<file path="src/lsis_params.svh">
`ifndef LSIS_PARAMS_SVH
`define LSIS_PARAMS_SVH
// register byte offsets
`define LSIS_OFF_STATUS 12'h000
`define LSIS_OFF_MASK 12'h004
`define LSIS_OFF_CTRL 12'h008
// status field positions
`define LSIS_FKC_HI 25
`define LSIS_FKC_LO 23
`define LSIS_TXS_HI 22
`define LSIS_TXS_LO 20
`define LSIS_RXS_HI 19
`define LSIS_RXS_LO 17
`define LSIS_BIT_NS 16
`define LSIS_BIT_AS 15
`define LSIS_BIT_ER 14
`define LSIS_BIT_SE 13
`define LSIS_BIT_LF 12
`define LSIS_BIT_RI 6
// event bits feeding each summary
`define LSIS_NORMAL_SET 15'h4845
`define LSIS_ABNORMAL_SET 15'h33BA
`define LSIS_EVT_W 15
// control register fields
`define LSIS_CTL_FORCE_LF 10
`define LSIS_CTL_SRST 0
// reset values
`define LSIS_EVT_RST 15'h0000
`define LSIS_MASK_RST 15'h0000
`endif

</file>
<file path="src/lsis_pkg.sv">
package lsis_pkg;
  typedef logic [14:0] lsis_evt_t;
  typedef enum logic [1:0] {
    LSIS_IDLE = 2'b01,
    LSIS_ACC = 2'b10
  } lsis_bus_e;
  typedef struct packed {
    lsis_evt_t evt;
    lsis_evt_t mask;
    logic force_lf;
    lsis_bus_e bus;
    logic [31:0] rdata;
  } lsis_state_s;
endpackage

</file>
<file path="src/lsis_status.sv">
`timescale 1ns/10ps
`include "lsis_params.svh"
// What this block does
// - report fault kind code, read-only, no interrupt
// - transmit state code read-only, no interrupt
// - receive state code read-only, no interrupt
// - normal summary ORs unmasked 0,2,6,11,14
// - abnormal summary ORs unmasked abnormal bits
// - set early receive after first buffer
// - frame received clears early receive flag
// - system fault halts DMA until cleared
// - link loss sets on link fail entry
// - force control bit also sets link flag
// - write one clears, zero leaves bit
// - reads never clear status bits
// - per-bit mask gates summaries and interrupt
module lsis_status
  import lsis_pkg::*;
(
  input wire logic mclk,
  input wire logic resetn,
  input wire logic psel,
  input wire logic penable,
  input wire logic pwrite,
  input wire logic [11:0] paddr,
  input wire logic [31:0] pwdata,
  output logic [31:0] prdata,
  output logic pready,
  output logic pslverr,
  input wire logic [14:0] evt_set,
  input wire logic first_buffer_done,
  input wire logic link_fail_entry,
  input wire logic [2:0] fault_kind_code,
  input wire logic [2:0] tx_process_state,
  input wire logic [2:0] rx_process_state,
  output logic dma_halt,
  output logic irq,
  output logic soft_reset
);

  lsis_state_s s_q; // all registered state
  lsis_state_s s_d; // next state
  logic setup; // apb setup phase
  logic wr_acc; // write taken this edge
  logic [14:0] hw_set; // hardware set requests per event bit
  logic [14:0] w1c; // software clear requests per event bit
  logic normal_summary; // masked normal or
  logic abnormal_summary; // masked abnormal or
  logic sw_rst; // software reset pulse
  logic [14:0] evt_upd; // event bits after set and clear, before the interlock

  // address decode, used for read mux and write strobes
  function automatic logic [1:0] reg_sel(input logic [11:0] a);
    unique case (a)
      `LSIS_OFF_STATUS: reg_sel = 2'h1;
      `LSIS_OFF_MASK: reg_sel = 2'h2;
      `LSIS_OFF_CTRL: reg_sel = 2'h3;
      default: reg_sel = 2'h0;
    endcase
  endfunction

  // summaries only see unmasked bits
  assign normal_summary = |(s_q.evt & s_q.mask & `LSIS_NORMAL_SET);
  assign abnormal_summary = |(s_q.evt & s_q.mask & `LSIS_ABNORMAL_SET);

  assign setup = psel && !penable;
  assign wr_acc = psel && penable && pwrite;
  assign sw_rst = wr_acc && reg_sel(paddr) == 2'h3 && pwdata[`LSIS_CTL_SRST];

  // every event bit is the same sticky flop; a set request beats a clear in the
  // same cycle so an event arriving during the service write is never lost
  for (genvar gi = 0; gi < `LSIS_EVT_W; gi++) begin : g_evt
    assign evt_upd[gi] = (s_q.evt[gi] && !w1c[gi]) || hw_set[gi];
  end

  // merge event sources; early receive and link flag have own inputs
  always_comb begin
    hw_set = evt_set;
    hw_set[`LSIS_BIT_ER] = first_buffer_done;
    hw_set[`LSIS_BIT_LF] = link_fail_entry || s_q.force_lf;
    w1c = (wr_acc && reg_sel(paddr) == 2'h1) ? pwdata[14:0] : 15'h0000;
  end

  // next-state logic; reads have no side effect
  always_comb begin
    s_d = s_q;
    // set wins over a clear in the same cycle
    s_d.evt = evt_upd;
    // frame received clears early receive; if both arrive at once, ri wins
    if (s_d.evt[`LSIS_BIT_RI]) begin
      s_d.evt[`LSIS_BIT_ER] = 1'b0;
    end
    unique case (s_q.bus)
      LSIS_IDLE: begin
        if (setup) begin
          s_d.bus = LSIS_ACC;
        end
      end
      LSIS_ACC: begin
        s_d.bus = LSIS_IDLE;
      end
      default: s_d.bus = LSIS_IDLE;
    endcase
    // capture read data in setup so it is a flop in access
    if (setup && !pwrite) begin
      unique case (reg_sel(paddr))
        2'h1: s_d.rdata = {6'h00, fault_kind_code, tx_process_state, rx_process_state,
                           normal_summary, abnormal_summary, s_q.evt};
        2'h2: s_d.rdata = {17'h00000, s_q.mask};
        2'h3: s_d.rdata = {21'h000000, s_q.force_lf, 10'h000};
        default: s_d.rdata = 32'h00000000;
      endcase
    end
    if (wr_acc && reg_sel(paddr) == 2'h2) begin
      s_d.mask = pwdata[14:0];
    end
    if (wr_acc && reg_sel(paddr) == 2'h3) begin
      s_d.force_lf = pwdata[`LSIS_CTL_FORCE_LF];
    end
    // software reset returns status and masks to reset values
    if (sw_rst) begin
      s_d.evt = `LSIS_EVT_RST;
      s_d.mask = `LSIS_MASK_RST;
      s_d.force_lf = 1'b0;
    end
  end

  // single state register
  always_ff @(posedge mclk or negedge resetn) begin
    if (!resetn) begin
      s_q.evt <= `LSIS_EVT_RST;
      s_q.mask <= `LSIS_MASK_RST;
      s_q.force_lf <= 1'b0;
      s_q.bus <= LSIS_IDLE;
      s_q.rdata <= 32'h00000000;
    end else begin
      s_q <= s_d;
    end
  end

  // zero-wait slave, unmapped reads zero with error
  assign pready = 1'b1;
  assign pslverr = psel && penable && reg_sel(paddr) == 2'h0;
  assign prdata = s_q.rdata;
  assign dma_halt = s_q.evt[`LSIS_BIT_SE];
  assign irq = normal_summary || abnormal_summary;
  assign soft_reset = sw_rst;

  // a fault flag that nobody clears keeps dma stopped
  a_sefault_halt: assert property (@(posedge mclk) disable iff (!resetn)
    s_q.evt[`LSIS_BIT_SE] && !w1c[`LSIS_BIT_SE] && !sw_rst |=> dma_halt)
    else $error("dma halt dropped while fault set");
  a_er_ri_excl: assert property (@(posedge mclk) disable iff (!resetn)
    !(s_q.evt[`LSIS_BIT_ER] && s_q.evt[`LSIS_BIT_RI]))
    else $error("early and frame received both set");
  a_er_set: assert property (@(posedge mclk) disable iff (!resetn)
    first_buffer_done && !s_d.evt[`LSIS_BIT_RI] && !sw_rst |=> s_q.evt[`LSIS_BIT_ER])
    else $error("early receive not set");
  a_lf_force: assert property (@(posedge mclk) disable iff (!resetn)
    (link_fail_entry || s_q.force_lf) && !sw_rst |=> s_q.evt[`LSIS_BIT_LF])
    else $error("link loss flag not set");
  a_w1c_clear: assert property (@(posedge mclk) disable iff (!resetn)
    wr_acc && paddr == `LSIS_OFF_STATUS && pwdata[0] && !evt_set[0] |=> !s_q.evt[0])
    else $error("write one did not clear");
  a_read_keep: assert property (@(posedge mclk) disable iff (!resetn)
    psel && !pwrite && s_q.evt[3] && !sw_rst |=> s_q.evt[3])
    else $error("read cleared a bit");
  a_normal_sum: assert property (@(posedge mclk) disable iff (!resetn)
    s_q.evt[6] && s_q.mask[6] |-> s_q.rdata[`LSIS_BIT_NS] || !$past(setup) || $past(paddr) != `LSIS_OFF_STATUS
      || $past(pwrite) || !$past(s_q.evt[6] && s_q.mask[6]))
    else $error("normal summary missing");
  a_masked_out: assert property (@(posedge mclk) disable iff (!resetn)
    s_q.mask == 15'h0000 |-> !irq)
    else $error("masked event raised request");
  a_irq_follow: assert property (@(posedge mclk) disable iff (!resetn)
    irq == (|(s_q.evt & s_q.mask & 15'h7BFF)))
    else $error("request not tied to summaries");

  // checks below pin the status word to its rules;
  // each one watches state, inputs or outputs of this block only

  // writing one to the fault flag or a software reset lets dma run again;
  // a fresh fault in the same cycle as the clear keeps it stopped
  a_halt_release: assert property (@(posedge mclk) disable iff (!resetn)
    dma_halt && (sw_rst || (w1c[`LSIS_BIT_SE] && !hw_set[`LSIS_BIT_SE])) |=> !dma_halt)
    else $error("dma halt not released");

  // a new fault stops dma from the next cycle on
  a_halt_on_set: assert property (@(posedge mclk) disable iff (!resetn)
    hw_set[`LSIS_BIT_SE] && !sw_rst |=> dma_halt)
    else $error("fault did not halt dma");

  // the fault kind code is display only;
  // a change of it with steady events must not move the request
  a_fault_quiet: assert property (@(posedge mclk) disable iff (!resetn)
    $changed(fault_kind_code) && $stable(s_q.evt) && $stable(s_q.mask) |-> $stable(irq))
    else $error("fault code moved the request");

  // transmit state changes never raise a request by themselves
  a_txs_quiet: assert property (@(posedge mclk) disable iff (!resetn)
    $changed(tx_process_state) && $stable(s_q.evt) && $stable(s_q.mask) |-> $stable(irq))
    else $error("transmit state moved the request");

  // receive state changes never raise a request by themselves
  a_rxs_quiet: assert property (@(posedge mclk) disable iff (!resetn)
    $changed(rx_process_state) && $stable(s_q.evt) && $stable(s_q.mask) |-> $stable(irq))
    else $error("receive state moved the request");

  // a status read shows the fault code seen at its setup edge;
  // the code is live, so software must qualify it with the fault flag
  a_fkc_read: assert property (@(posedge mclk) disable iff (!resetn)
    setup && !pwrite && paddr == `LSIS_OFF_STATUS |=> s_q.rdata[`LSIS_FKC_HI:`LSIS_FKC_LO] == $past(fault_kind_code))
    else $error("fault code not in status word");

  // transmit state lands in its own field
  a_txs_read: assert property (@(posedge mclk) disable iff (!resetn)
    setup && !pwrite && paddr == `LSIS_OFF_STATUS |=> s_q.rdata[`LSIS_TXS_HI:`LSIS_TXS_LO] == $past(tx_process_state))
    else $error("transmit state not in status word");

  // receive state lands in its own field
  a_rxs_read: assert property (@(posedge mclk) disable iff (!resetn)
    setup && !pwrite && paddr == `LSIS_OFF_STATUS |=> s_q.rdata[`LSIS_RXS_HI:`LSIS_RXS_LO] == $past(rx_process_state))
    else $error("receive state not in status word");

  // any unmasked abnormal event shows in the abnormal summary
  a_abn_sum: assert property (@(posedge mclk) disable iff (!resetn)
    setup && !pwrite && paddr == `LSIS_OFF_STATUS && abnormal_summary |=> s_q.rdata[`LSIS_BIT_AS])
    else $error("abnormal summary missing");

  // masked or absent normal events leave the normal summary clear;
  // this is what lets software poll without taking stale requests
  a_norm_clear: assert property (@(posedge mclk) disable iff (!resetn)
    setup && !pwrite && paddr == `LSIS_OFF_STATUS && !normal_summary |=> !s_q.rdata[`LSIS_BIT_NS])
    else $error("normal summary set without cause");

  // request drops once both summaries are clear
  a_irq_drop: assert property (@(posedge mclk) disable iff (!resetn)
    !normal_summary && !abnormal_summary |-> !irq)
    else $error("request held without summary");

  // a received frame leaves the early flag clear on the next cycle
  a_ri_clears_er: assert property (@(posedge mclk) disable iff (!resetn)
    hw_set[`LSIS_BIT_RI] && !sw_rst |=> !s_q.evt[`LSIS_BIT_ER])
    else $error("early flag kept beside frame flag");

  // writing zero to a pending bit leaves it pending
  a_zero_keep: assert property (@(posedge mclk) disable iff (!resetn)
    wr_acc && paddr == `LSIS_OFF_STATUS && !pwdata[5] && s_q.evt[5] |=> s_q.evt[5])
    else $error("zero write cleared a bit");

  // the check expects each access phase to follow a setup;
  // the write decode ignores the bus tracker, so a stray enable would write
  a_bus_phase: assert property (@(posedge mclk) disable iff (!resetn)
    psel && penable |-> s_q.bus == LSIS_ACC)
    else $error("access phase without setup");

  // force bit is a plain control flop
  a_force_reg: assert property (@(posedge mclk) disable iff (!resetn)
    wr_acc && paddr == `LSIS_OFF_CTRL && pwdata[`LSIS_CTL_FORCE_LF] && !pwdata[`LSIS_CTL_SRST] |=> s_q.force_lf)
    else $error("force bit not stored");

  // every event has its own enable, written as one word
  a_mask_write: assert property (@(posedge mclk) disable iff (!resetn)
    wr_acc && paddr == `LSIS_OFF_MASK |=> s_q.mask == $past(pwdata[14:0]))
    else $error("mask write lost");

  // software reset empties status, masks and force bit;
  // any event in the same cycle is dropped with it
  a_srst_clear: assert property (@(posedge mclk) disable iff (!resetn)
    soft_reset |=> s_q.evt == `LSIS_EVT_RST && s_q.mask == `LSIS_MASK_RST && !s_q.force_lf)
    else $error("software reset left state");

  // the status word is mapped, so its access never errors
  a_pslverr_map: assert property (@(posedge mclk) disable iff (!resetn)
    psel && penable && paddr == `LSIS_OFF_STATUS |-> !pslverr)
    else $error("status access flagged error");

  // control reads return the force bit in place
  a_ctrl_read: assert property (@(posedge mclk) disable iff (!resetn)
    setup && !pwrite && paddr == `LSIS_OFF_CTRL |=> s_q.rdata[`LSIS_CTL_FORCE_LF] == $past(s_q.force_lf))
    else $error("force bit not readable");

  // a pending event stays until cleared or reset
  a_evt_hold: assert property (@(posedge mclk) disable iff (!resetn)
    s_q.evt[9] && !w1c[9] && !sw_rst |=> s_q.evt[9])
    else $error("event bit lost");

  // read data only moves at a setup edge;
  // a slow master sees the same word for the whole access
  a_rdata_hold: assert property (@(posedge mclk) disable iff (!resetn)
    !setup |=> $stable(s_q.rdata))
    else $error("read data moved outside setup");

  // no pending event, no request
  a_idle_quiet: assert property (@(posedge mclk) disable iff (!resetn)
    s_q.evt == `LSIS_EVT_RST |-> !irq)
    else $error("request with empty status");
endmodule

</file>
<file path="config.mk">
export PLATFORM = sky130hd
export DESIGN_NAME = lsis_status
export DESIGN_NICKNAME = d
export VERILOG_FILES = /design/src/lsis_pkg.sv /design/src/lsis_status.sv
export VERILOG_INCLUDE_DIRS = /design/src
export SDC_FILE = /design/constraint.sdc
export NUM_CORES = 1
export LEC_CHECK = 0
export BUFFER_PORTS_ARGS = -buffer_cell sky130_fd_sc_hd__buf_2
export CAP_MARGIN = 10
export CORE_ASPECT_RATIO = 1.1
export CORE_MARGIN = 2
export CORE_UTILIZATION = 44
export CTS_CLUSTER_DIAMETER = 40
export CTS_CLUSTER_SIZE = 16
export DETAILED_ROUTE_END_ITERATION = 10
export PLACE_DENSITY = 0.84
export RECOVER_POWER = 50
export SLEW_MARGIN = 5
export SYNTH_ARGS = -nofsm -noshare
export SYNTH_HDL_FRONTEND = slang
export SYNTH_SLANG_ARGS = --single-unit
</file>
<file path="constraint.sdc">
create_clock -name mclk -period 2.4 [get_ports mclk]
set_input_delay 0.6 -clock mclk [delete_from_list [all_inputs] [get_ports mclk]]
set_output_delay 0.6 -clock mclk [all_outputs]
set_load 0.02 [all_outputs]
</file>
# Word level (Yosys, flattened, before mapping)

Index checks and enable logic that the tools add are counted.

Register bits: 63
Input bits: 75
Output and inout port bits: 37
Logic and storage cells: 85

Equal/unequal tests: 8
Multiplexer cells: 8
Bitwise logic cells: 1
Reduce and logical (&&, ||, !) cells: 64

Operator list:

| cell                  | number |
|---|---|
| $pmux W26 S3          | 1 |
| $mux W31              | 1 |
| $mux W15              | 2 |
| $logic_and A1 B1 Y1   | 24 |
| $logic_not A1 Y1      | 17 |
| $logic_or A1 B1 Y1    | 17 |
| $and A15 B15 Y15      | 1 |
| $eq A12 B3 Y1 const B | 1 |
| $eq A12 B4 Y1 const B | 1 |
| $logic_not A12 Y1     | 1 |
| $reduce_or A9 Y1      | 1 |
| $eq A2 B2 Y1 const B  | 4 |
| $pmux W2 S3           | 1 |
| $reduce_or A5 Y1      | 1 |
| $eq A2 B1 Y1 const B  | 2 |
| $reduce_bool A2 Y1    | 2 |
| $logic_not A2 Y1      | 1 |
| $mux W1               | 2 |
| $mux W2               | 1 |

# Longest topological paths before layout

Word-level depth: 10
Gate-level depth with buffers: 7
Depth with buffers taken out: 4

# Worst setup path after synthesis

OpenSTA, ideal clock, no wires.

Path type: input to output
From: input port paddr[5]
To: output port soft_reset
Arrival: 1.798 ns
Data required time: 1.800 ns
Path slack: 0.002 ns
Stages: 4
Buffers on the path: 1
Cells stage by stage: nor4_1 nand4_1 inv_1 buf_2

Word-level cells in the longest chain between the ends: 5
Elaborated cells on any way between the ends: 7
Classes of those cells: eq/ne: 3; mux: 1; reduce/logical: 3

RTL lines:

| element                               | line              | text |
|---|---|---|
| start, declared                       | lsis_status.sv:25 | `input wire logic [11:0] paddr,` |
| $eq A12 B4 Y1 (tied with other cells) | lsis_status.sv:54 | `unique case (a)` |
| $pmux W2 S3 (*)                       | lsis_status.sv:54 |  |
| $eq A2 B2 Y1 (*)                      | lsis_status.sv:68 | `` assign sw_rst = wr_acc && reg_sel(paddr) == 2'h3 && pwdata[`LSIS_CTL_SRST]; `` |
| $logic_and A1 B1 Y1 (*) (2 in series) | lsis_status.sv:68 |  |
| end, declared                         | lsis_status.sv:38 | `output logic soft_reset` |

Mark *: on every way between the ends. The rest lies on a longest branch, timed or not.

# Final worst setup path

From: register s_q[36] (netlist name)
To: output port irq

Word-level cells in the longest chain between the ends: 3

RTL lines:

| element            | line               | text |
|---|---|---|
| start, declared    | lsis_status.sv:41  | `lsis_state_s s_q;` |
| $and A15 B15 Y15   | lsis_status.sv:64  | `` assign abnormal_summary = \|(s_q.evt & s_q.mask & `LSIS_ABNORMAL_SET); `` |
| $reduce_or A9 Y1   | lsis_status.sv:64  |  |
| $logic_or A1 B1 Y1 | lsis_status.sv:146 | `assign irq = normal_summary \|\| abnormal_summary;` |
| end, declared      | lsis_status.sv:37  | `output logic irq,` |

Every way passes these cells.

==> qor.csv <==
stage;metric;value;unit
route;dr.pass1.iters;4;
run_status;violations;capacitance limit, slew limit, setup timing;
worst_setup_path;critPathCaptureType;output pin;
yosys;syn_area_per_cell;10.6;um2
timing;fmax;0.401;GHz
route;route.detailed.wl_per_inst;16.0;um
clock_tree;cts.sinks;57;
clock_tree;clock_latency;0.33;ns
route;drtIter0Drc;96;
yosys;synth_cells;270;
timing;fin_skew;0.00426;ns
run;max-cap-violations;1;
die;io_pins;112;
clock_tree;cts_tree;done;
power_and_ir_drop;finalPower;1.92;mW
placement;dp_hpwl;4890;um
timing;slew_viol_final;30;
yosys;synthFlopType;dfrtp_1;
die;core;0.00623;mm2
yosys;synth-seq-area-share;49.7;%
finish;drive_above_1_share;33.5;%
worst_setup_path;worst-path-max-fanout;2;
die;die_w;81.0;um
yosys;synth_edf_count;0;
clock_tree;h-tree-depth;3;
power_and_ir_drop;power_frac_seq;50.0;%
yosys;synth.area.top_cells;dfrtp_1, buf_4, a22o_1, mux2i_1, a21o_1;
yosys;ys_ff_latch;57;
route;postRouteAntennaNets;0;
power_and_ir_drop;cellPowerDensity;563;mW/mm2
timing;tightest_slew;1.55;ns
yosys;synth_top_area_share;49.7;%
clock_tree;hold_buffers;0;
timing;setup_slack;-0.0957;ns
yosys;yosys.area.top_type;dfrtp_1;
placement;io_buffer_count;85;
power_and_ir_drop;p_clk_share;43.4;%
grt;overflow;0;
timing;max_slew_margin;-3.66;%
yosys;async_flop_share;100;%
die;start_util;46.1;%
grt;grt_pass1_wl;11200;um
worst_setup_path;startpoint_type;register;
yosys;synth.distinct_cells;40;
die;dieArea;0.00719;mm2
die;num_rows;30;
worst_setup_path;required;1.80;ns
yosys;netlist_area;0.00287;mm2
placement;gp_congestion;0.797;
die;die_y;88.7;um
grt;grt_start_max_net_pins;30;
grt;antenna_found_initial;0;
clock_tree;numCtsBuffers;9;
power_and_ir_drop;swShare;23.8;%
route;vias;2283;
clock_tree;cts.path.max_buffers;2;
finish;area_growth;19.1;%
yosys;synth_most_common_cell;dfrtp_1;
clock_tree;clk_pin_slew;0.06;ns
min_path;hold_path_class;input port to register;
timing;fin_crit;2.50;ns
finish;antennaDiodeCount;0;
power_and_ir_drop;p_int;1.47;mW
worst_setup_path;crit_chain;a222oi_1, nand3_1, a221oi_2, nand2_1, buf_2;
route;drt-total-wl;6840;um
power_and_ir_drop;ir_worst_vdd;0.400;mV
timing;setup_tns;-0.0957;ns
timing;setup_violations;1;
finish;post-route-util;54.9;%
finish;nets;416;
timing;hold_viol;0;
run_status;status;complete, but fails checks;
yosys;ys_warn_count;0;
worst_setup_path;critPathArrivalTime;1.90;ns
yosys;synthTopCellsByCount;dfrtp_1, buf_4, a22o_1;
worst_setup_path;criticalPathCategory;register to output pin;
timing;timing.final.crit_share;104;%
power_and_ir_drop;power.switching;458;uW
route;viasPerCell;5.36;
worst_setup_path;cp_slowest_stage_delay;0.40;ns
worst_setup_path;crit_path_top_delay_cell;dfrtp_1;
power_and_ir_drop;combPwrFrac;6.6;%
clock_tree;clockRootBuffer;clkbuf_8;
grt;track_usage;20.7;%
grt;grt_pass1_vias;2385;
timing;rsz0062_at_grt;true;
route;drc_errors;0;
power_and_ir_drop;leakage;1.79;nW
-- stage by stage --
step | instances | instance area (um2) | hold slack, ns | setup WS (ns)
after floorplan | 275 | 2890 | 0.304 | 0.00224
after global placement | 409 | 3230 | 0.457 | 0.0994
after detailed placement | 409 | 3230 | 0.473 | 0.0859
after CTS | 426 | 3440 | 0.316 | -0.0638
after global routing | 426 | 3420 | 0.454 | -0.212
final | 426 | 3420 | 0.462 | -0.0957
-- state kept, by name, summed over array words and instances (netlist names) --
register,flops
dma_halt,1
prdata,26
s_q,30
-- worst paths after layout --
check	startpoint	end	slack, ns	depth (start not counted)
max in group asynchronous	resetn	prdata[2]$_DFFE_PN0P_	0.60	2
min reg2reg	prdata[10]$_DFFE_PN0P_	prdata[10]$_DFFE_PN0P_	0.48	2
min in group asynchronous	resetn	prdata[9]$_DFFE_PN0P_	0.65	1
max reg2reg	s_q[36]$_DFFE_PN0P_	prdata[15]$_DFFE_PN0P_	0.82	4
min	pwdata[8]	s_q[58]$_DFF_PN0_	0.46	2
max	s_q[36]$_DFFE_PN0P_	irq	-0.1	5
-- cells by family (layout without fill, tap and decap cells) --
| kind of cell | Yosys count | after routing | share of synthesized area [%] |
|---|---|---|---|
| mux | 15 | 15 | 5.23 |
| compound gates | 78 | 78 | 19.7 |
| buf+inv | 61 | 132 | 12.9 |
| flops | 57 | 57 | 49.7 |
| other cells | 2 | 7 | 0.262 |
| simple gates | 57 | 57 | 12.1 |
-- timing repair --
action | in CTS | in global routing
pin swaps | 2 | 0
gates resized for setup | 1 | 1
setup endpoints to repair | 1 | 3
buffers inserted | 1 | 0
-- power by group through the flow --
stage / Clock, mW / Combinational, mW / Sequential (mW)
floorplan: 0 / 0.0482 / 0.980
global placement: 0 / 0.124 / 0.979
detailed placement: 0 / 0.129 / 0.979
CTS: 0.859 / 0.130 / 0.961
global route: 0.896 / 0.143 / 0.961
finish: 0.835 / 0.127 / 0.962
-- area by class of cell --
type | instances | area, um2
Timing Repair Buffer | 100 | 537
Sequential cell | 57 | 1430
Inverter | 16 | 60.1
Clock buffer | 12 | 165
Tap cell | 80 | 100
Fill cell | 571 | 2810
Multi-Input combinational cell | 157 | 1100
Clock inverter | 4 | 26.3
-- cells in the final DEF, fill, tap and decap left out, types with 12 or more instances in the layout --
cell type,n
a21o_1,14
a22o_1,23
a31oi_1,12
buf_2,71
clkbuf_1,15
clkbuf_8,12
dfrtp_1,57
inv_1,16
mux2i_1,15
nand2_1,13
o21ai_0,16
-- critical path: cells and delay by family, from the launching register on --
kind	cells	cell delay [ns]
AND/OR/NAND/NOR	2	0.29
AO/OA/AOI/OAI	2	0.71
flip-flops	1	0.40
buffers and inverters	1	0.17
-- metal layers --
layer | vias up | part of all wire, % | global-route usage [%]
li1 | 1083 | - | -
met1 | 1101 | 43 | 24.0
met2 | 89 | 49 | 35.3
met3 | 10 | 6.4 | 6.12
met4 | 0 | 2.0 | 9.71
met5 | - | 0 | 0
Note: power is estimated with default switching activity, not from simulation.
